$ cat config.mk
export PLATFORM = sky130hd
export DESIGN_NAME = peripheral_irq_flag_bank
export DESIGN_NICKNAME = d
export VERILOG_FILES = /design/src/irq_flag_bank_pkg.sv /design/src/flag_cell.sv /design/src/peripheral_irq_flag_bank.sv
export VERILOG_INCLUDE_DIRS = /design/src
export SDC_FILE = /design/constraint.sdc
export NUM_CORES = 1
export LEC_CHECK = 0
export ABC_CLOCK_PERIOD_IN_PS = 2600
export BUFFER_PORTS_ARGS = -buffer_cell sky130_fd_sc_hd__clkbuf_2
export CORE_UTILIZATION = 44
export CTS_CLUSTER_DIAMETER = 120
export DETAILED_ROUTE_END_ITERATION = 6
export HOLD_SLACK_MARGIN = 0.15
export PLACE_DENSITY = 0.76
export RECOVER_POWER = 25
export SLEW_MARGIN = 20
export SYNTH_ARGS = -nofsm -noshare
export SYNTH_HDL_FRONTEND = slang
export SYNTH_HIERARCHICAL = 1
export SYNTH_SLANG_ARGS = --single-unit
$ cat constraint.sdc
create_clock -name aclk -period 2.6 [get_ports aclk]
set_clock_uncertainty 0.15 [all_clocks]
set_input_delay 0.39 -clock aclk [delete_from_list [all_inputs] [get_ports aclk]]
set_output_delay 0.39 -clock aclk [all_outputs]
set_load 0.01 [all_outputs]
$ cat src/irq_flag_bank_defs.svh
// Register map, field positions and reset values of the peripheral interrupt flag bank.
// Assumes a 32-bit AXI4-Lite bus in front of it; byte addresses are word aligned.
// How it works
// [RULE1] Zero-cross flag, bit 6, sets on an enabled edge and holds until cleared.
// [RULE2] Comparator flags, bits 1 and 0, set on comparator interrupt, held until cleared.
// [RULE3] Receive flags, bits 7 and 5, read one while the receive buffer holds data.
// [RULE4] Receive flags are read-only and clear only once the receive buffer is drained.
// [RULE5] Transmit flags, bits 6 and 4, read one while the transmit buffer has room.
// [RULE6] Transmit flags are read-only and clear only when the transmit buffer is full.
// [RULE7] Software must not write transmit data while the transmit flag reads zero.
// [RULE8] Transmit flags show buffer room only; shift-register-empty is reported separately.
// [RULE9] Collision flags, bits 3 and 1, set on bus collision, held until cleared.
// [RULE10] Sync port event flags, bits 2 and 0, set on completion, held until cleared.
// [RULE11] Period timer flag sets on postscaler overflow, or on period match at 1:1.
// [RULE12] Wide timer overflow flag, bit 0, sets on overflow, held until cleared.
// [RULE13] Logic cell flags, bits 7 to 4, set on cell interrupt, held until cleared.
// [RULE14] Timer gate flag, bit 0, sets when the gate goes inactive.
// [RULE15] Capture/compare flags set on capture, match or trailing edge per unit mode.
// [RULE16] Every writable flag resets to zero on every reset; the read-only transmit flags read one after reset while the buffer has room.
// [RULE17] Unimplemented flag positions always read zero.
// [RULE18] No flag raises the interrupt unless peripheral enable and its own enable are set.
// [RULE19] A hardware set wins over a software clear in the same cycle.
`ifndef IRQ_FLAG_BANK_DEFS_SVH
`define IRQ_FLAG_BANK_DEFS_SVH

`define ADDR_FLAGS_ANALOG 8'h00
`define ADDR_FLAGS_SERIAL 8'h04
`define ADDR_FLAGS_TIMERS 8'h08
`define ADDR_FLAGS_LOGIC 8'h0c
`define ADDR_FLAGS_CAPCMP 8'h10
`define ADDR_ENABLE_BASE 8'h20
`define ADDR_CONTROL 8'h40
`define ADDR_SERIAL_STATUS 8'h44
`define ADDR_EVENT_STATUS 8'h48
`define ADDR_EVENT_MASK 8'h4c

`define NUM_FLAG_REGS 5
`define FLAG_W 8
`define FLAG_REG_RESET 8'h00
`define FLAG_WR_MASK 40'h03_f1_03_0f_43
`define FLAG_RO_MASK 40'h00_00_00_f0_00

`define BIT_ZERO_CROSS 6
`define BIT_COMP_B 1
`define BIT_COMP_A 0
`define BIT_UART_B_RX 7
`define BIT_UART_B_TX 6
`define BIT_UART_A_RX 5
`define BIT_UART_A_TX 4
`define BIT_SYNC_B_COLL 3
`define BIT_SYNC_B_EVT 2
`define BIT_SYNC_A_COLL 1
`define BIT_SYNC_A_EVT 0
`define BIT_PERIOD_TIMER 1
`define BIT_WIDE_TIMER 0
`define BIT_LOGIC_LO 4
`define BIT_GATE_DONE 0
`define BIT_CAPCMP_B 1
`define BIT_CAPCMP_A 0

`define CTRL_PERIPH_IRQ_EN 0
`define CTRL_ZC_RISE_EN 1
`define CTRL_ZC_FALL_EN 2
`define CTRL_W 3
`define CTRL_RESET 3'h0
`define EVT_RESET 5'h00

`define RESP_OKAY 2'h0
`define RESP_SLVERR 2'h2

`endif

$ cat src/irq_flag_bank_pkg.sv
// Types shared by the peripheral interrupt flag bank.
// Assumes the defines header is compiled alongside.
`default_nettype none
package irq_flag_bank_pkg;
  // Capture/compare unit operating mode
  typedef enum logic [1:0] {
    CAPCMP_OFF = 2'h0,
    CAPCMP_CAPTURE = 2'h1,
    CAPCMP_COMPARE = 2'h2,
    CAPCMP_PWM = 2'h3
  } capcmp_mode_t;
endpackage : irq_flag_bank_pkg
`default_nettype wire

$ cat src/flag_cell.sv
// One sticky interrupt flag: hardware sets, software writes.
// Assumes set and write come from logic on the same clock.
`default_nettype none
module flag_cell (
  // Clock and reset
  input wire logic aclk,
  input wire logic aresetn,
  // Controls
  input wire logic hw_set,
  input wire logic sw_write,
  input wire logic sw_value,
  // State
  output logic flag
);
  wire next_flag = hw_set | (sw_write ? sw_value : flag); // [RULE19]

  always_ff @(posedge aclk) begin
    if (!aresetn) begin
      flag <= 1'b0; // [RULE16]
    end else begin
      flag <= next_flag;
    end
  end
endmodule : flag_cell
`default_nettype wire

$ cat src/peripheral_irq_flag_bank.sv
// Five peripheral interrupt flag registers with enables, event log and one interrupt output.
// Assumes peripheral event inputs are single-cycle pulses and levels on aclk.
`include "irq_flag_bank_defs.svh"
`default_nettype none
module peripheral_irq_flag_bank
  import irq_flag_bank_pkg::*;
#(
  parameter int ADDR_W = 8
) (
  // Clock and reset
  input wire logic aclk,
  input wire logic aresetn,
  // AXI4-Lite write address
  input wire logic [ADDR_W-1:0] s_axi_awaddr,
  input wire logic s_axi_awvalid,
  output logic s_axi_awready,
  // AXI4-Lite write data
  input wire logic [31:0] s_axi_wdata,
  input wire logic [3:0] s_axi_wstrb,
  input wire logic s_axi_wvalid,
  output logic s_axi_wready,
  // AXI4-Lite write response
  output logic [1:0] s_axi_bresp,
  output logic s_axi_bvalid,
  input wire logic s_axi_bready,
  // AXI4-Lite read address
  input wire logic [ADDR_W-1:0] s_axi_araddr,
  input wire logic s_axi_arvalid,
  output logic s_axi_arready,
  // AXI4-Lite read data
  output logic [31:0] s_axi_rdata,
  output logic [1:0] s_axi_rresp,
  output logic s_axi_rvalid,
  input wire logic s_axi_rready,
  // Analog events
  input wire logic zero_cross_rise,
  input wire logic zero_cross_fall,
  input wire logic comparator_a_event,
  input wire logic comparator_b_event,
  // Serial port buffer state
  input wire logic uart_a_rx_not_empty,
  input wire logic uart_b_rx_not_empty,
  input wire logic uart_a_tx_has_room,
  input wire logic uart_b_tx_has_room,
  input wire logic uart_a_tx_shift_empty,
  input wire logic uart_b_tx_shift_empty,
  // Synchronous serial port events
  input wire logic sync_port_a_collision,
  input wire logic sync_port_a_done,
  input wire logic sync_port_b_collision,
  input wire logic sync_port_b_done,
  // Timer events
  input wire logic period_match,
  input wire logic postscaler_overflow,
  input wire logic postscale_one_to_one,
  input wire logic wide_timer_overflow,
  input wire logic timer_gate_active,
  // Logic cell events, cell d down to cell a
  input wire logic [3:0] logic_cell_event,
  // Capture/compare units
  input wire capcmp_mode_t capcmp_a_mode,
  input wire logic capcmp_a_capture,
  input wire logic capcmp_a_match,
  input wire logic capcmp_a_trailing_edge,
  input wire capcmp_mode_t capcmp_b_mode,
  input wire logic capcmp_b_capture,
  input wire logic capcmp_b_match,
  input wire logic capcmp_b_trailing_edge,
  // Interrupt
  output logic irq
);
  localparam int NF = `NUM_FLAG_REGS * `FLAG_W;
  localparam logic [NF-1:0] WR_MASK = `FLAG_WR_MASK;
  localparam logic [NF-1:0] RO_MASK = `FLAG_RO_MASK;
  localparam logic [NF-1:0] IMPL_MASK = WR_MASK | RO_MASK;

  // Register state
  logic [NF-1:0] flag_q;
  logic [NF-1:0] enable_q;
  logic [`CTRL_W-1:0] control;
  logic [`NUM_FLAG_REGS-1:0] event_status;
  logic [`NUM_FLAG_REGS-1:0] event_mask;
  logic [NF-1:0] flags_prev;
  logic gate_prev;

  // Bus state
  logic aw_held;
  logic w_held;
  logic [ADDR_W-1:0] aw_addr;
  logic [31:0] w_data;
  logic [3:0] w_strb;

  // Flag sources
  wire peripheral_irq_enable = control[`CTRL_PERIPH_IRQ_EN];
  wire zc_set = (zero_cross_rise & control[`CTRL_ZC_RISE_EN]) |
                (zero_cross_fall & control[`CTRL_ZC_FALL_EN]); // [RULE1]
  wire period_set = postscale_one_to_one ? period_match : postscaler_overflow; // [RULE11]
  wire gate_done = gate_prev & ~timer_gate_active; // [RULE14]

  function automatic logic capcmp_set(input capcmp_mode_t mode, input logic cap, input logic mat,
                                      input logic edge_seen);
    logic r;
    r = 1'b0;
    case (mode)
      CAPCMP_CAPTURE: r = cap;
      CAPCMP_COMPARE: r = mat;
      CAPCMP_PWM: r = edge_seen;
      default: r = 1'b0;
    endcase
    return r;
  endfunction : capcmp_set

  wire capcmp_a_set = capcmp_set(capcmp_a_mode, capcmp_a_capture, capcmp_a_match,
                                 capcmp_a_trailing_edge); // [RULE15]
  wire capcmp_b_set = capcmp_set(capcmp_b_mode, capcmp_b_capture, capcmp_b_match,
                                 capcmp_b_trailing_edge); // [RULE15]

  logic [`FLAG_W-1:0] set_analog;
  logic [`FLAG_W-1:0] set_serial;
  logic [`FLAG_W-1:0] set_timers;
  logic [`FLAG_W-1:0] set_logic;
  logic [`FLAG_W-1:0] set_capcmp;
  logic [`FLAG_W-1:0] lvl_serial;

  always_comb begin
    set_analog = `FLAG_REG_RESET;
    set_analog[`BIT_ZERO_CROSS] = zc_set; // [RULE1]
    set_analog[`BIT_COMP_B] = comparator_b_event; // [RULE2]
    set_analog[`BIT_COMP_A] = comparator_a_event; // [RULE2]
    set_serial = `FLAG_REG_RESET;
    set_serial[`BIT_SYNC_B_COLL] = sync_port_b_collision; // [RULE9]
    set_serial[`BIT_SYNC_A_COLL] = sync_port_a_collision; // [RULE9]
    set_serial[`BIT_SYNC_B_EVT] = sync_port_b_done; // [RULE10]
    set_serial[`BIT_SYNC_A_EVT] = sync_port_a_done; // [RULE10]
    set_timers = `FLAG_REG_RESET;
    set_timers[`BIT_PERIOD_TIMER] = period_set; // [RULE11]
    set_timers[`BIT_WIDE_TIMER] = wide_timer_overflow; // [RULE12]
    set_logic = `FLAG_REG_RESET;
    set_logic[`BIT_LOGIC_LO +: 4] = logic_cell_event; // [RULE13]
    set_logic[`BIT_GATE_DONE] = gate_done; // [RULE14]
    set_capcmp = `FLAG_REG_RESET;
    set_capcmp[`BIT_CAPCMP_B] = capcmp_b_set; // [RULE15]
    set_capcmp[`BIT_CAPCMP_A] = capcmp_a_set; // [RULE15]
    // Buffer-occupancy levels; room, not completion, drives the transmit bits
    lvl_serial = `FLAG_REG_RESET;
    lvl_serial[`BIT_UART_B_RX] = uart_b_rx_not_empty; // [RULE3] [RULE4]
    lvl_serial[`BIT_UART_A_RX] = uart_a_rx_not_empty; // [RULE3] [RULE4]
    lvl_serial[`BIT_UART_B_TX] = uart_b_tx_has_room; // [RULE5] [RULE6] [RULE8]
    lvl_serial[`BIT_UART_A_TX] = uart_a_tx_has_room; // [RULE5] [RULE6] [RULE8]
  end

  wire [NF-1:0] hw_set = {set_capcmp, set_logic, set_timers, set_serial, set_analog};
  wire [NF-1:0] ro_level = {{(NF - 2 * `FLAG_W){1'b0}}, lvl_serial, {`FLAG_W{1'b0}}};
  wire [NF-1:0] flags = ((flag_q & WR_MASK) | (ro_level & RO_MASK)) & IMPL_MASK; // [RULE17]

  // Write decode
  wire do_write = aw_held & w_held & ~s_axi_bvalid;
  wire byte0 = w_strb[0];
  wire [ADDR_W-1:0] en_last = ADDR_W'(`ADDR_ENABLE_BASE + 8'h10);
  wire wr_is_flag = (aw_addr <= ADDR_W'(`ADDR_FLAGS_CAPCMP)) && (aw_addr[1:0] == 2'b00);
  wire wr_is_enable = (aw_addr >= ADDR_W'(`ADDR_ENABLE_BASE)) && (aw_addr <= en_last) &&
                      (aw_addr[1:0] == 2'b00);
  wire wr_is_ctrl = aw_addr == ADDR_W'(`ADDR_CONTROL);
  wire wr_is_mask = aw_addr == ADDR_W'(`ADDR_EVENT_MASK);
  wire wr_is_ro = (aw_addr == ADDR_W'(`ADDR_SERIAL_STATUS)) || (aw_addr == ADDR_W'(`ADDR_EVENT_STATUS));
  wire wr_ok = wr_is_flag | wr_is_enable | wr_is_ctrl | wr_is_mask | wr_is_ro;
  wire [2:0] wr_flag_idx = aw_addr[4:2];
  wire [ADDR_W-1:0] en_off = aw_addr - ADDR_W'(`ADDR_ENABLE_BASE);
  wire [2:0] wr_en_idx = en_off[4:2];

  logic [NF-1:0] flag_wr;
  logic [NF-1:0] enable_wr;
  always_comb begin
    flag_wr = '0;
    enable_wr = '0;
    for (int r = 0; r < `NUM_FLAG_REGS; r++) begin
      if (do_write && byte0 && wr_is_flag && (wr_flag_idx == 3'(r))) begin
        flag_wr[r*`FLAG_W +: `FLAG_W] = {`FLAG_W{1'b1}};
      end
      if (do_write && byte0 && wr_is_enable && (wr_en_idx == 3'(r))) begin
        enable_wr[r*`FLAG_W +: `FLAG_W] = {`FLAG_W{1'b1}};
      end
    end
  end
  wire [NF-1:0] wr_value = {`NUM_FLAG_REGS{w_data[`FLAG_W-1:0]}};

  // Writable flags; read-only positions get no storage
  genvar gi;
  generate
    for (gi = 0; gi < NF; gi++) begin : g_flag
      if (WR_MASK[gi]) begin : g_cell
        flag_cell u_cell (
          .aclk(aclk),
          .aresetn(aresetn),
          .hw_set(hw_set[gi]), // [RULE19]
          .sw_write(flag_wr[gi]),
          .sw_value(wr_value[gi]),
          .flag(flag_q[gi])
        );
      end else begin : g_none
        assign flag_q[gi] = 1'b0;
      end
    end
  endgenerate

  // Read decode
  wire rd_take = s_axi_arvalid & s_axi_arready;
  wire [ADDR_W-1:0] rd_en_off = s_axi_araddr - ADDR_W'(`ADDR_ENABLE_BASE);
  wire rd_is_flag = (s_axi_araddr <= ADDR_W'(`ADDR_FLAGS_CAPCMP)) && (s_axi_araddr[1:0] == 2'b00);
  wire rd_is_enable = (s_axi_araddr >= ADDR_W'(`ADDR_ENABLE_BASE)) && (s_axi_araddr <= en_last) &&
                      (s_axi_araddr[1:0] == 2'b00);
  wire rd_is_ctrl = s_axi_araddr == ADDR_W'(`ADDR_CONTROL);
  wire rd_is_sstat = s_axi_araddr == ADDR_W'(`ADDR_SERIAL_STATUS);
  wire rd_is_evt = s_axi_araddr == ADDR_W'(`ADDR_EVENT_STATUS);
  wire rd_is_mask = s_axi_araddr == ADDR_W'(`ADDR_EVENT_MASK);
  wire rd_ok = rd_is_flag | rd_is_enable | rd_is_ctrl | rd_is_sstat | rd_is_evt | rd_is_mask;
  wire [2:0] rd_flag_idx = s_axi_araddr[4:2];
  wire [2:0] rd_en_idx = rd_en_off[4:2];

  logic [31:0] rd_value;
  always_comb begin
    rd_value = 32'h0000_0000;
    for (int r = 0; r < `NUM_FLAG_REGS; r++) begin
      if (rd_is_flag && (rd_flag_idx == 3'(r))) begin
        rd_value[`FLAG_W-1:0] = flags[r*`FLAG_W +: `FLAG_W]; // [RULE17]
      end
      if (rd_is_enable && (rd_en_idx == 3'(r))) begin
        rd_value[`FLAG_W-1:0] = enable_q[r*`FLAG_W +: `FLAG_W];
      end
    end
    if (rd_is_ctrl) begin
      rd_value[`CTRL_W-1:0] = control;
    end
    if (rd_is_sstat) begin
      rd_value[1:0] = {uart_b_tx_shift_empty, uart_a_tx_shift_empty}; // [RULE8]
    end
    if (rd_is_evt) begin
      rd_value[`NUM_FLAG_REGS-1:0] = event_status;
    end
    if (rd_is_mask) begin
      rd_value[`NUM_FLAG_REGS-1:0] = event_mask;
    end
  end

  // Event log: a newly raised enabled flag sets its register's bit
  logic [`NUM_FLAG_REGS-1:0] evt_hit;
  always_comb begin
    for (int r = 0; r < `NUM_FLAG_REGS; r++) begin
      evt_hit[r] = |(flags[r*`FLAG_W +: `FLAG_W] & ~flags_prev[r*`FLAG_W +: `FLAG_W] &
                     enable_q[r*`FLAG_W +: `FLAG_W]); // [RULE18]
    end
  end
  wire evt_clear = rd_take & rd_is_evt;
  wire [`NUM_FLAG_REGS-1:0] next_event_status =
    evt_hit | (evt_clear ? `EVT_RESET : event_status); // [RULE19]

  assign irq = peripheral_irq_enable & |(event_status & event_mask); // [RULE18]

  assign s_axi_awready = ~aw_held & ~s_axi_bvalid;
  assign s_axi_wready = ~w_held & ~s_axi_bvalid;
  assign s_axi_arready = ~s_axi_rvalid;

  always_ff @(posedge aclk) begin
    if (!aresetn) begin
      aw_held <= 1'b0;
      w_held <= 1'b0;
      aw_addr <= '0;
      w_data <= 32'h0000_0000;
      w_strb <= 4'h0;
      s_axi_bvalid <= 1'b0;
      s_axi_bresp <= `RESP_OKAY;
    end else begin
      if (s_axi_awvalid && s_axi_awready) begin
        aw_held <= 1'b1;
        aw_addr <= s_axi_awaddr;
      end
      if (s_axi_wvalid && s_axi_wready) begin
        w_held <= 1'b1;
        w_data <= s_axi_wdata;
        w_strb <= s_axi_wstrb;
      end
      if (do_write) begin
        aw_held <= 1'b0;
        w_held <= 1'b0;
        s_axi_bvalid <= 1'b1;
        s_axi_bresp <= wr_ok ? `RESP_OKAY : `RESP_SLVERR;
      end else if (s_axi_bready) begin
        s_axi_bvalid <= 1'b0;
      end
    end
  end

  always_ff @(posedge aclk) begin
    if (!aresetn) begin
      s_axi_rvalid <= 1'b0;
      s_axi_rdata <= 32'h0000_0000;
      s_axi_rresp <= `RESP_OKAY;
    end else if (rd_take) begin
      s_axi_rvalid <= 1'b1;
      s_axi_rdata <= rd_value;
      s_axi_rresp <= rd_ok ? `RESP_OKAY : `RESP_SLVERR;
    end else if (s_axi_rready) begin
      s_axi_rvalid <= 1'b0;
    end
  end

  always_ff @(posedge aclk) begin
    if (!aresetn) begin
      enable_q <= '0;
      control <= `CTRL_RESET;
      event_mask <= `EVT_RESET;
      event_status <= `EVT_RESET;
      flags_prev <= '0;
      gate_prev <= 1'b0;
    end else begin
      enable_q <= (enable_q & ~enable_wr) | (wr_value & enable_wr & IMPL_MASK);
      if (do_write && byte0 && wr_is_ctrl) begin
        control <= w_data[`CTRL_W-1:0];
      end
      if (do_write && byte0 && wr_is_mask) begin
        event_mask <= w_data[`NUM_FLAG_REGS-1:0];
      end
      event_status <= next_event_status;
      flags_prev <= flags;
      gate_prev <= timer_gate_active;
    end
  end

  wire comp_clr = flag_wr[`BIT_COMP_A] & ~w_data[`BIT_COMP_A];
endmodule : peripheral_irq_flag_bank
`default_nettype wire

# [Word level (Yosys, flattened, before mapping)]
# Index checks and enable logic that the tools add are counted.
[op_classes] add_sub_neg=2 magnitude_cmp=6 n_eq_ne=30 muxes=50 bitwise_logic=64 n_reduce_logical=49
[op_table] operator="8-bit two-way mux" count=15
[op_table] operator="8-bit by 7-bit equality test with 1-bit output, second input constant" count=8
[op_table] operator="8-bit AND" count=7
[op_table] operator="40-bit AND" count=1
[op_table] operator="40-bit NOT" count=1
[op_table] operator="8-bit NOT" count=5
[op_table] operator="40-bit by 34-bit OR with 40-bit output" count=1
[op_table] operator="8-bit OR reduction" count=5
[op_table] operator="34-bit AND" count=1
[op_table] operator="34-bit by 16-bit OR with 34-bit output" count=1
[op_table] operator="1-bit logical AND" count=33
[op_table] operator="1-bit OR" count=26
[op_table] operator="3-bit by 2-bit equality test with 1-bit output, second input constant" count=8
[op_table] operator="1-bit two-way mux" count=21
[op_table] operator="2-bit by 8-bit AND with 8-bit output" count=2
[op_table] operator="8-bit by 6-bit >= comparator with 1-bit output, second input constant" count=2
[op_table] operator="8-bit by 5-bit less-or-equal comparator with 1-bit output, second input constant" count=2
[op_table] operator="8-bit by 6-bit less-or-equal comparator with 1-bit output, second input constant" count=2
[op_table] operator="5-bit two-way mux" count=3
[op_table] operator="7-bit two-way mux" count=2
[op_table] operator="3-bit by 1-bit equality test with 1-bit output, second input constant" count=4
[op_table] operator="3-bit equality test, second input constant" count=4
[op_table] operator="3-bit zero test" count=4
[op_table] operator="1-bit AND" count=10
[op_table] operator="other kinds (16)" count=33
[totals] reg_bits=143 output_inout_bits=42 word_cells=234

# [Depth between registers and ports, before layout]
# Gate-level depths: netlist (run 1).
[logic_depth] depth_word=17 depth_mapped=7 mapped_depth_nobuf=6

# [By module]
# Netlist (run 1), hierarchy kept.
[by_module_without_submodules] mod="peripheral_irq_flag_bank" n_inst=1 cells_each=550 area_each_um2=4843.4 seq_area_each_um2=2102.0
[by_module_without_submodules] mod="flag_cell" n_inst=16 cells_each=3 area_each_um2=38.8 seq_area_each_um2=20.0

# [Worst setup path after synthesis (run 1)]
# No wires, ideal clock.
[synth_path] path_kind="register -> register" start="register s_axi_bvalid" end="register g_flag[28].g_cell.u_cell.flag" setup_time_ps=115 t_arrival_ps=1893 slack_ps=442 path_stages_with_launch=7 n_path_buf=0 synth_period_minus_slack_ps=2158 cell_sequence="dfxtp_1 and3b_1 nand4_2 nand2b_1 nor2_1 mux2_1 o21a_1"
[synth_between] elab_chain_cells=8
[synth_lines] item="from (decl)" line_no="peripheral_irq_flag_bank.sv:24" text="output logic s_axi_bvalid,"
[synth_lines] item="from (signal assigned)" line_no="peripheral_irq_flag_bank.sv:270" text="s_axi_bvalid <= 1'b0;"
[synth_lines] item="from (signal assigned)" line_no="peripheral_irq_flag_bank.sv:285" text="s_axi_bvalid <= 1'b1;"
[synth_lines] item="from (signal assigned)" line_no="peripheral_irq_flag_bank.sv:288" text="s_axi_bvalid <= 1'b0;"
[synth_lines] item="1-bit NOT" line_no="peripheral_irq_flag_bank.sv:157" text="wire do_write = aw_held & w_held & ~s_axi_bvalid;"
[synth_lines] item="1-bit AND" line_no="peripheral_irq_flag_bank.sv:157"
[synth_lines] item="1-bit logical AND (3 in a row)" line_no="peripheral_irq_flag_bank.sv:177" text="if (do_write && byte0 && wr_is_flag && (wr_flag_idx == 3'(r))) begin"
[synth_lines] item="8-bit two-way mux" line_no="peripheral_irq_flag_bank.sv:177"
[synth_lines] item="1-bit two-way mux" line_no="flag_cell.sv:15" text="wire next_flag = hw_set | (sw_write ? sw_value : flag);"
[synth_lines] item="1-bit OR" line_no="flag_cell.sv:15"
[synth_lines] item="to (signal assigned)" line_no="flag_cell.sv:21" text="flag <= next_flag;"
[synth_lines] item="to (decl)" line_no="flag_cell.sv:13" text="output logic flag"
# Every way passes these cells.
# A chain may end at the register's enable or synchronous reset.

# [Worst setup path in the final report (run 1)]
[layout_path] start="register aw_addr[0]" end="register g_flag[9].g_cell.u_cell.flag"
[layout_between] elab_chain_cells=7 word_cells_on_any_way=8
[layout_lines] item="from (decl)" line_no="peripheral_irq_flag_bank.sv:89" text="logic [ADDR_W-1:0] aw_addr;"
[layout_lines] item="from (signal assigned)" line_no="peripheral_irq_flag_bank.sv:275" text="aw_addr <= s_axi_awaddr;"
[layout_lines] item="8-bit by 5-bit less-or-equal comparator with 1-bit output / 2-bit zero test (equally long branches)" line_no="peripheral_irq_flag_bank.sv:160" text="wire wr_is_flag = (aw_addr <= ADDR_W'(`ADDR_FLAGS_CAPCMP)) && (aw_addr[1:0] == 2'b00);"
[layout_lines] item="1-bit logical AND (*)" line_no="peripheral_irq_flag_bank.sv:160"
[layout_lines] item="1-bit logical AND (*) (2 in a row)" line_no="peripheral_irq_flag_bank.sv:177"
[layout_lines] item="4-bit two-way mux (*)" line_no="peripheral_irq_flag_bank.sv:177"
[layout_lines] item="1-bit two-way mux (*)" line_no="flag_cell.sv:15"
[layout_lines] item="1-bit OR (*)" line_no="flag_cell.sv:15"
[layout_lines] item="to (signal assigned)" line_no="flag_cell.sv:21"
[layout_lines] item="to (decl)" line_no="flag_cell.sv:13"
# Mark *: on every way between the ends. The rest lies on a longest branch, timed or not.

==> results of run 1 <==
-- routing by layer --
layer	vias to the layer above	track usage	wire, µm
met4	0	0.100	341
met2	226	0.401	6920
met1	2238	0.291	6250
met3	33	0.0627	1020
met5	-	0	0
li1	2314	-	-
-- power by group --
group | switching (µW) | leakage [µW] | internal, µW | total (µW)
clock network | 877 | 0.000298 | 1540 | 2420
logic | 218 | 0.00159 | 186 | 404
registers | 62.3 | 0.000988 | 1920 | 1980
-- Yosys cell counts (2+ instances only) --
| library cell | n |
|---|---|
| inv_1 | 6 |
| nor2_1 | 52 |
| or4_1 | 2 |
| o21a_1 | 17 |
| and3_1 | 14 |
| nor3_1 | 6 |
| or3_1 | 3 |
| a22oi_1 | 3 |
| o32ai_1 | 2 |
| a2111oi_0 | 3 |
| nor2b_1 | 10 |
| mux2_2 | 9 |
| buf_4 | 27 |
| a21boi_0 | 2 |
| o211ai_1 | 5 |
| nand3b_1 | 16 |
| nand2b_1 | 4 |
| a221oi_1 | 4 |
| nor3_2 | 4 |
| and2_1 | 31 |
| o22ai_1 | 2 |
| a21oi_1 | 37 |
| a211oi_1 | 3 |
| a22o_1 | 2 |
| and3b_1 | 3 |
| a2bb2oi_1 | 2 |
| nand3_1 | 6 |
| o2bb2ai_1 | 2 |
| nand4_1 | 6 |
| dfxtp_1 | 121 |
| clkbuf_1 | 17 |
| nand2_1 | 65 |
| or2_2 | 2 |
| a31oi_1 | 5 |
| o21ai_0 | 16 |
| buf_2 | 7 |
| a222oi_1 | 2 |
| mux2_1 | 16 |
| buf_1 | 3 |
| mux2i_1 | 40 |
-- cell type report --
class | count | area (µm²)
clock inverters | 13 | 169
flip-flops and latches | 121 | 2420
clock buffers | 19 | 443
multi-input cells | 441 | 2800
well taps | 168 | 210
inverters | 7 | 26.3
fillers | 996 | 5130
repair buffers | 131 | 865
-- worst register-to-register path: stages, from the launching register on --
cell and delay [ns]:
dfxtp_1 0.31, nor3_1 0.37, nand4_2 0.16, nand2b_1 0.23, nor2_1 0.38, mux2_1 0.37
o21a_1 0.17
-- metrics by stage --
stage | hold slack (ns) | cell area (µm²) | utilization
floorplan | 0.280 | 5560 | -
global placement | 0.291 | 5970 | 0.495
detailed placement | 0.296 | 5970 | 0.495
CTS | 0.162 | 6940 | 0.575
global route | 0.190 | 6930 | 0.575
finish | 0.164 | 6930 | 0.575
-- kinds of logic (layout without fill, tap and decap cells) --
| family | count (synthesis) | in the layout |
|---|---|---|
| other | 1 | 26 |
| muxes | 66 | 66 |
| and+or+nand+nor | 232 | 232 |
| DFF | 121 | 121 |
| buffers and inverters | 61 | 170 |
| AOI/OAI and AO/OA | 117 | 117 |
-- worst paths after layout --
check / startpoint / end / slack [ns] / cells after the start
max: aw_addr[0]$_SDFFE_PN0P_ / g_flag[9].g_cell.u_cell/flag$_SDFF_PN0_ / 0.35 / 6
min: capcmp_a_mode[1] / g_flag[32].g_cell.u_cell/flag$_SDFF_PN0_ / 0.16 / 4
max reg2reg: aw_addr[0]$_SDFFE_PN0P_ / g_flag[9].g_cell.u_cell/flag$_SDFF_PN0_ / 0.35 / 6
min reg2reg: aw_addr[1]$_SDFFE_PN0P_ / aw_addr[1]$_SDFFE_PN0P_ / 0.30 / 2
==> reports/qor.csv, run 1 <==
stage;metric;value;unit
synthesis;Synth Register Bits;121;
sta;worst-margin pin slew;1.12;ns
sta;Hold Fails Final Rpt;0;
sta;Tcrit/Tclk final;0.866;
critical_path;CP Launch Type;register;
sta;RSZ-0062 raised after global routing;false;
place;DP Worst Slack;0.363;ns
clocking;hold_buf cts;36;
finish;area delta synth->final;26.9;%
sta;Max Transition Viols Final;0;
grt;Total Routing Usage GR;0.239;
place;IO buf count;80;
clocking;Clock Tree Root;clkbuf_16;
sta;Setup TNS;0;ns
synthesis;Yosys top cell area share;0.443;
sta;final setup violating endpoints;0;
floorplanning;Die W;113;µm
critical_path;Crit Path Class;reg2reg;
critical_path;CP peak stage delay;0.38;ns
finish;ANT cells;0;
clocking;htree depth;4;
synthesis;Post-Synth Simple-Gate Area;0.223;
grt;initial antenna violation count;0;
synthesis;mux cell area share after synthesis;0.129;
route;DRT iter0 DRCs;384;
place;HPWL Detailed;10000;µm
route;DRC;0;
synthesis;syn_area_per_cell;9.14;µm²
finish;commonest non-fill, non-tap cells in the layout;dfxtp_1, clkbuf_2, nand2_1;
critical_path;Buf/Inv on CP;0;
sta;Final WS setup;0.348;ns
critical_path;cells along the critical path;nor3_1 > nand4_2 > nand2b_1 > nor2_1 > mux2_1 > o21a_1;
power_and_ir_drop;PwrDens;693;nW/µm²
critical_path;critical path fanouts, max;5;
synthesis;compound-gate portion of the synthesized area;0.142;
grt;first-pass GRT wire length;23600;µm
grt;GRT Residual Overflow;0;
finish;most common cell after layout, fill and taps aside;dfxtp_1;
flow_run;max cap viols;0;
floorplanning;die height;113;µm
clocking;post-cts sizing count;0;
floorplanning;Initial Util;0.453;
critical_path;Worst Path Arrival;2.41;ns
power_and_ir_drop;Pwr Total;4800;µW
clocking;post-CTS setup buffer count;0;
floorplanning;Cell Rows;40;
worst_hold_path;Hold WC Path Type;in2reg;
floorplanning;Core ar.;12100;µm²
finish;final std cells w/o fill;900;
floorplanning;# IOs;134;
route;DRT antenna net count;0;
clocking;Num CTS Buffers;17;
clocking;CTS tree;done;
critical_path;CP top delay family;simple AND/OR/NAND/NOR gates;
synthesis;number of synthesized flops with an enable pin;0;
route;drt wl/cell;16.1;µm
power_and_ir_drop;Leak;0.00287;µW
place;placed cell count;832;
critical_path;CP required;2.76;ns
floorplanning;die area;12900;µm²
route;routed wire length;14500;µm
critical_path;critical path endpoint category;register;
clocking;Clock Sinks;121;
synthesis;post-synthesis instance total;598;
sta;crit path time final;2.25;ns
synthesis;Synth area leaders;dfxtp_1, mux2i_1, nand2_1;
synthesis;async set or reset register ratio after synthesis;0;
sta;fmax;0.444;GHz
synthesis;Top FF cell, synth;dfxtp_1;
route;Vias/cell;5.35;
synthesis;Yosys cell types;61;
clocking;deepest clock path buffer count;2;
route;drt first pass iters;6;
grt;pin count of the biggest net entering global routing;32;
synthesis;Synth warnings;6;
sta;Slew headroom;0.255;
critical_path;CP max-delay cell;nor2_1;
clocking;Worst-Skew Late Latency;0.42;ns
clocking;clock slew at reported path FFs;0.06;ns
finish;layout cell share with drive strength beyond 1;0.197;
grt;vias in the first global route;4738;
synthesis;Yosys top cell by area;dfxtp_1;
synthesis;post-synthesis xor/xnor area fraction;0;
synthesis;Post-Syn Area;5460;µm²
route;via count;4811;
synthesis;Seq/Total Area, Yosys;0.443;
place;Routability Congestion;0.877;
run_status;status;completed;
synthesis;largest family of logic cells by synthesized area;simple AND/OR/NAND/NOR gates;
synthesis;Post-Synth Adder-Cell Area;0;
finish;Total Nets Final;811;
power_and_ir_drop;Max VDD drop;0.000458;V
(Power assumes the default switching activity.)
==> run 2: changes to the inputs <==
--- a/config.mk
+++ b/config.mk
@@ -8,6 +8,7 @@
 export LEC_CHECK = 0
 export ABC_CLOCK_PERIOD_IN_PS = 2600
 export BUFFER_PORTS_ARGS = -buffer_cell sky130_fd_sc_hd__clkbuf_2
+export CORE_MARGIN = 5
 export CORE_UTILIZATION = 44
 export CTS_CLUSTER_DIAMETER = 120
 export DETAILED_ROUTE_END_ITERATION = 6
==> run 2 against run 1 <==
Utilization down 0.39 points; register-to-register slack worse by 0.07 ns; total power down 2.9%; global-route usage down 3.4 points; maximum frequency down 2.9%; largest cell class unchanged; sequential power about the same; flip-flop and latch count unchanged; count of clock-buffer cells in the layout up 1; largest power group unchanged; final area down 0.27%; clock power down 6%; worst hold slack better by 0.012 ns; cell count up 0.11%.
==> reports/qor.csv, run 2 (synthesis results as in run 1) <==
stage;metric;value;unit;change
finish;area delta synth->final;26.5;%;was 26.9%
critical_path;worst setup path startpoint;s_axi_bvalid$_SDFFE_PN0P_;;was aw_addr[0]$_SDFFE_PN0P_
power_and_ir_drop;Psw;1100;µW;was 1160 µW
route;routed wire length;14800;µm;was 14500 µm
clocking;Worst-Skew Late Latency;0.41;ns;was 0.42 ns
critical_path;CP required;2.75;ns;was 2.76 ns
clocking;Clock Tree Root;clkbuf_16;;unchanged
worst_hold_path;HP Start;capcmp_a_mode[1];;unchanged
sta;final setup violating endpoints;0;;unchanged
critical_path;r2r worst-path depth;6;;unchanged
power_and_ir_drop;PwrDens;674;nW/µm²;was 693 nW/µm²
grt;vias in the first global route;4836;;was 4738
finish;FF/Latch Area;2420;µm²;unchanged
place;DP Area;5980;µm²;was 5970 µm²
floorplanning;Core ar.;12100;µm²;about the same
finish;Total Nets Final;813;;was 811
grt;routing usage on met2;0.343;;was 0.401
sta;crit path time final;2.32;ns;was 2.25 ns
floorplanning;die area;14700;µm²;was 12900 µm²
finish;final std cells w/o fill;901;;was 900
place;Routability Congestion;0.873;;was 0.877
worst_hold_path;hold path depth;4;;unchanged
critical_path;critical path fanouts, max;7;;was 5
power_and_ir_drop;internal cell power;3560;µW;was 3650 µW
critical_path;CP Launch Type;register;;unchanged
run_status;status;completed;;unchanged
route;DRT antenna net count;0;;unchanged
sta;fmax;0.431;GHz;was 0.444 GHz
floorplanning;Die W;121;µm;was 113 µm
route;via count;4864;;was 4811
critical_path;r2r setup slk;0.28;ns;was 0.35 ns
place;IO buf count;80;;unchanged
clocking;clock slew at reported path FFs;0.06;ns;about the same
floorplanning;die height;121;µm;was 113 µm
route;drt first pass iters;6;;unchanged
finish;Layout fillers;1068;;was 996
grt;GRT busiest layer;met2;;unchanged
floorplanning;# IOs;134;;unchanged
sta;worst-margin pin slew;1.09;ns;was 1.12 ns
route;DRC;0;;unchanged
route;Vias/cell;5.40;;was 5.35
clocking;htree depth;4;;unchanged
power_and_ir_drop;switching share of power;0.236;;was 0.241
grt;first-pass GRT wire length;23900;µm;was 23600 µm
clocking;Clock Sinks;121;;unchanged
place;placed cell count;834;;was 832
clocking;post-cts sizing count;0;;unchanged
finish;layout cell share with drive strength beyond 1;0.199;;was 0.197
worst_hold_path;Hold WC Path Type;in2reg;;unchanged
finish;post-route cell area;6910;µm²;was 6930 µm²
clocking;Num CTS Buffers;17;;unchanged
power_and_ir_drop;Clock power frac;0.487;;was 0.503
sta;Setup TNS;0;ns;unchanged
grt;pin count of the biggest net entering global routing;26;;was 32
clocking;deepest clock path buffer count;2;;unchanged
power_and_ir_drop;Leak;0.00287;µW;about the same
sta;Slew headroom;0.274;;was 0.255
route;drt wl/cell;16.5;µm;was 16.1 µm
place;HPWL Detailed;10600;µm;was 10000 µm
grt;Total Routing Usage GR;0.205;;was 0.239
grt;initial antenna violation count;0;;unchanged
clocking;post-CTS setup buffer count;0;;unchanged
flow_run;max cap viols;0;;unchanged
sta;Tcrit/Tclk final;0.893;;was 0.866
finish;multi-input logic area;2800;µm²;unchanged
power_and_ir_drop;Max VDD drop;0.000617;V;was 0.000458 V
power_and_ir_drop;Seq pwr share;0.425;;was 0.413
power_and_ir_drop;Comb pwr share;0.088;;was 0.084
grt;met3 GRT Util;0.0564;;was 0.0627
grt;met1 Use GR;0.252;;was 0.291
route;DRT iter0 DRCs;362;;was 384
critical_path;critical path endpoint category;register;;unchanged
grt;GRT Residual Overflow;0;;unchanged
critical_path;Crit Path Class;reg2reg;;unchanged
floorplanning;Cell Rows;40;;unchanged
sta;RSZ-0062 raised after global routing;false;;unchanged
finish;ANT cells;0;;unchanged
floorplanning;Initial Util;0.451;;was 0.453
finish;commonest non-fill, non-tap cells in the layout;dfxtp_1, clkbuf_2, nand2_1;;unchanged
worst_hold_path;Worst Hold Path EP;g_flag[32].g_cell.u_cell/flag$_SDFF_PN0_;;unchanged
sta;worst hold slack;0.176;ns;was 0.164 ns
clocking;CTS tree;done;;unchanged
sta;Hold Fails Final Rpt;0;;unchanged
finish;most common cell after layout, fill and taps aside;dfxtp_1;;unchanged
critical_path;Worst Path Arrival;2.47;ns;was 2.41 ns
sta;Max Transition Viols Final;0;;unchanged
critical_path;Reg2Reg Capture Point;g_flag[6].g_cell.u_cell/flag$_SDFF_PN0_;;was g_flag[9].g_cell.u_cell/flag$_SDFF_PN0_
critical_path;RR Startpoint;s_axi_bvalid$_SDFFE_PN0P_;;was aw_addr[0]$_SDFFE_PN0P_
==> run 2: final cells by class <==
type	count	share of cell area
clock buffers	20	0.0661
clock inverters	11	0.0176
inverters	7	0.00380
multi-input cells	441	0.405
flip-flops and latches	121	0.350
well taps	168	0.0304
repair buffers	133	0.127
==> run 2: worst max-delay path: stages (launching register included) <==
cell and delay (ns):
dfxtp_1 0.36, and3b_1 0.35, nand4_2 0.23, nand2b_1 0.28, nor2b_1 0.31, mux2_1 0.37, o21a_1 0.17
==> run 2: how the worst max path moves through the flow <==
stage	cells past startpoint	end	slack (ns)
global route	6	g_flag[6].g_cell.u_cell/flag$_SDFF_PN0_	0.1
finish	6	g_flag[6].g_cell.u_cell/flag$_SDFF_PN0_	0.28
CTS	6	g_flag[6].g_cell.u_cell/flag$_SDFF_PN0_	0.27
floorplan	6	g_flag[28].g_cell.u_cell/flag$_SDFF_PN0_	0.44
detailed placement	6	s_axi_rdata[6]$_SDFFE_PN0P_	0.24
global placement	6	s_axi_rdata[6]$_SDFFE_PN0P_	0.29
==> run 2: routing by layer <==
| metal | vias to the layer above | part of all wire |
|---|---|---|
| li1 | 2321 | - |
| met1 | 2295 | 0.41 |
| met2 | 209 | 0.48 |
| met3 | 39 | 0.083 |
| met4 | 0 | 0.024 |
| met5 | - | 0 |
==> run 2: power by group through the flow <==
| stage | Combinational (µW) | Clock [µW] | Sequential, µW |
|---|---|---|---|
| 2_1_floorplan | 259 | 0 | 2000 |
| 3_3_place_gp | 352 | 0 | 2020 |
| 3_5_place_dp | 361 | 0 | 2020 |
| 4_1_cts | 406 | 2300 | 1980 |
| 5_1_grt | 453 | 2390 | 1990 |
| 6_report | 410 | 2270 | 1980 |
==> run 2: repair_timing <==
action	4_1_cts	5_1_grt
endpoints found under the hold margin	35	0
hold buffers	36	0
setup endpoints to repair	0	0
==> run 2: stage by stage <==
stage / setup slack, ns / power [µW] / utilization
6_report: 0.279 / 4660 / 0.571
5_1_grt: 0.0958 / 4830 / 0.571
4_1_cts: 0.270 / 4680 / 0.571
3_5_place_dp: 0.241 / 2380 / 0.494
3_3_place_gp: 0.289 / 2370 / 0.494
2_1_floorplan: 0.442 / 2260 / -
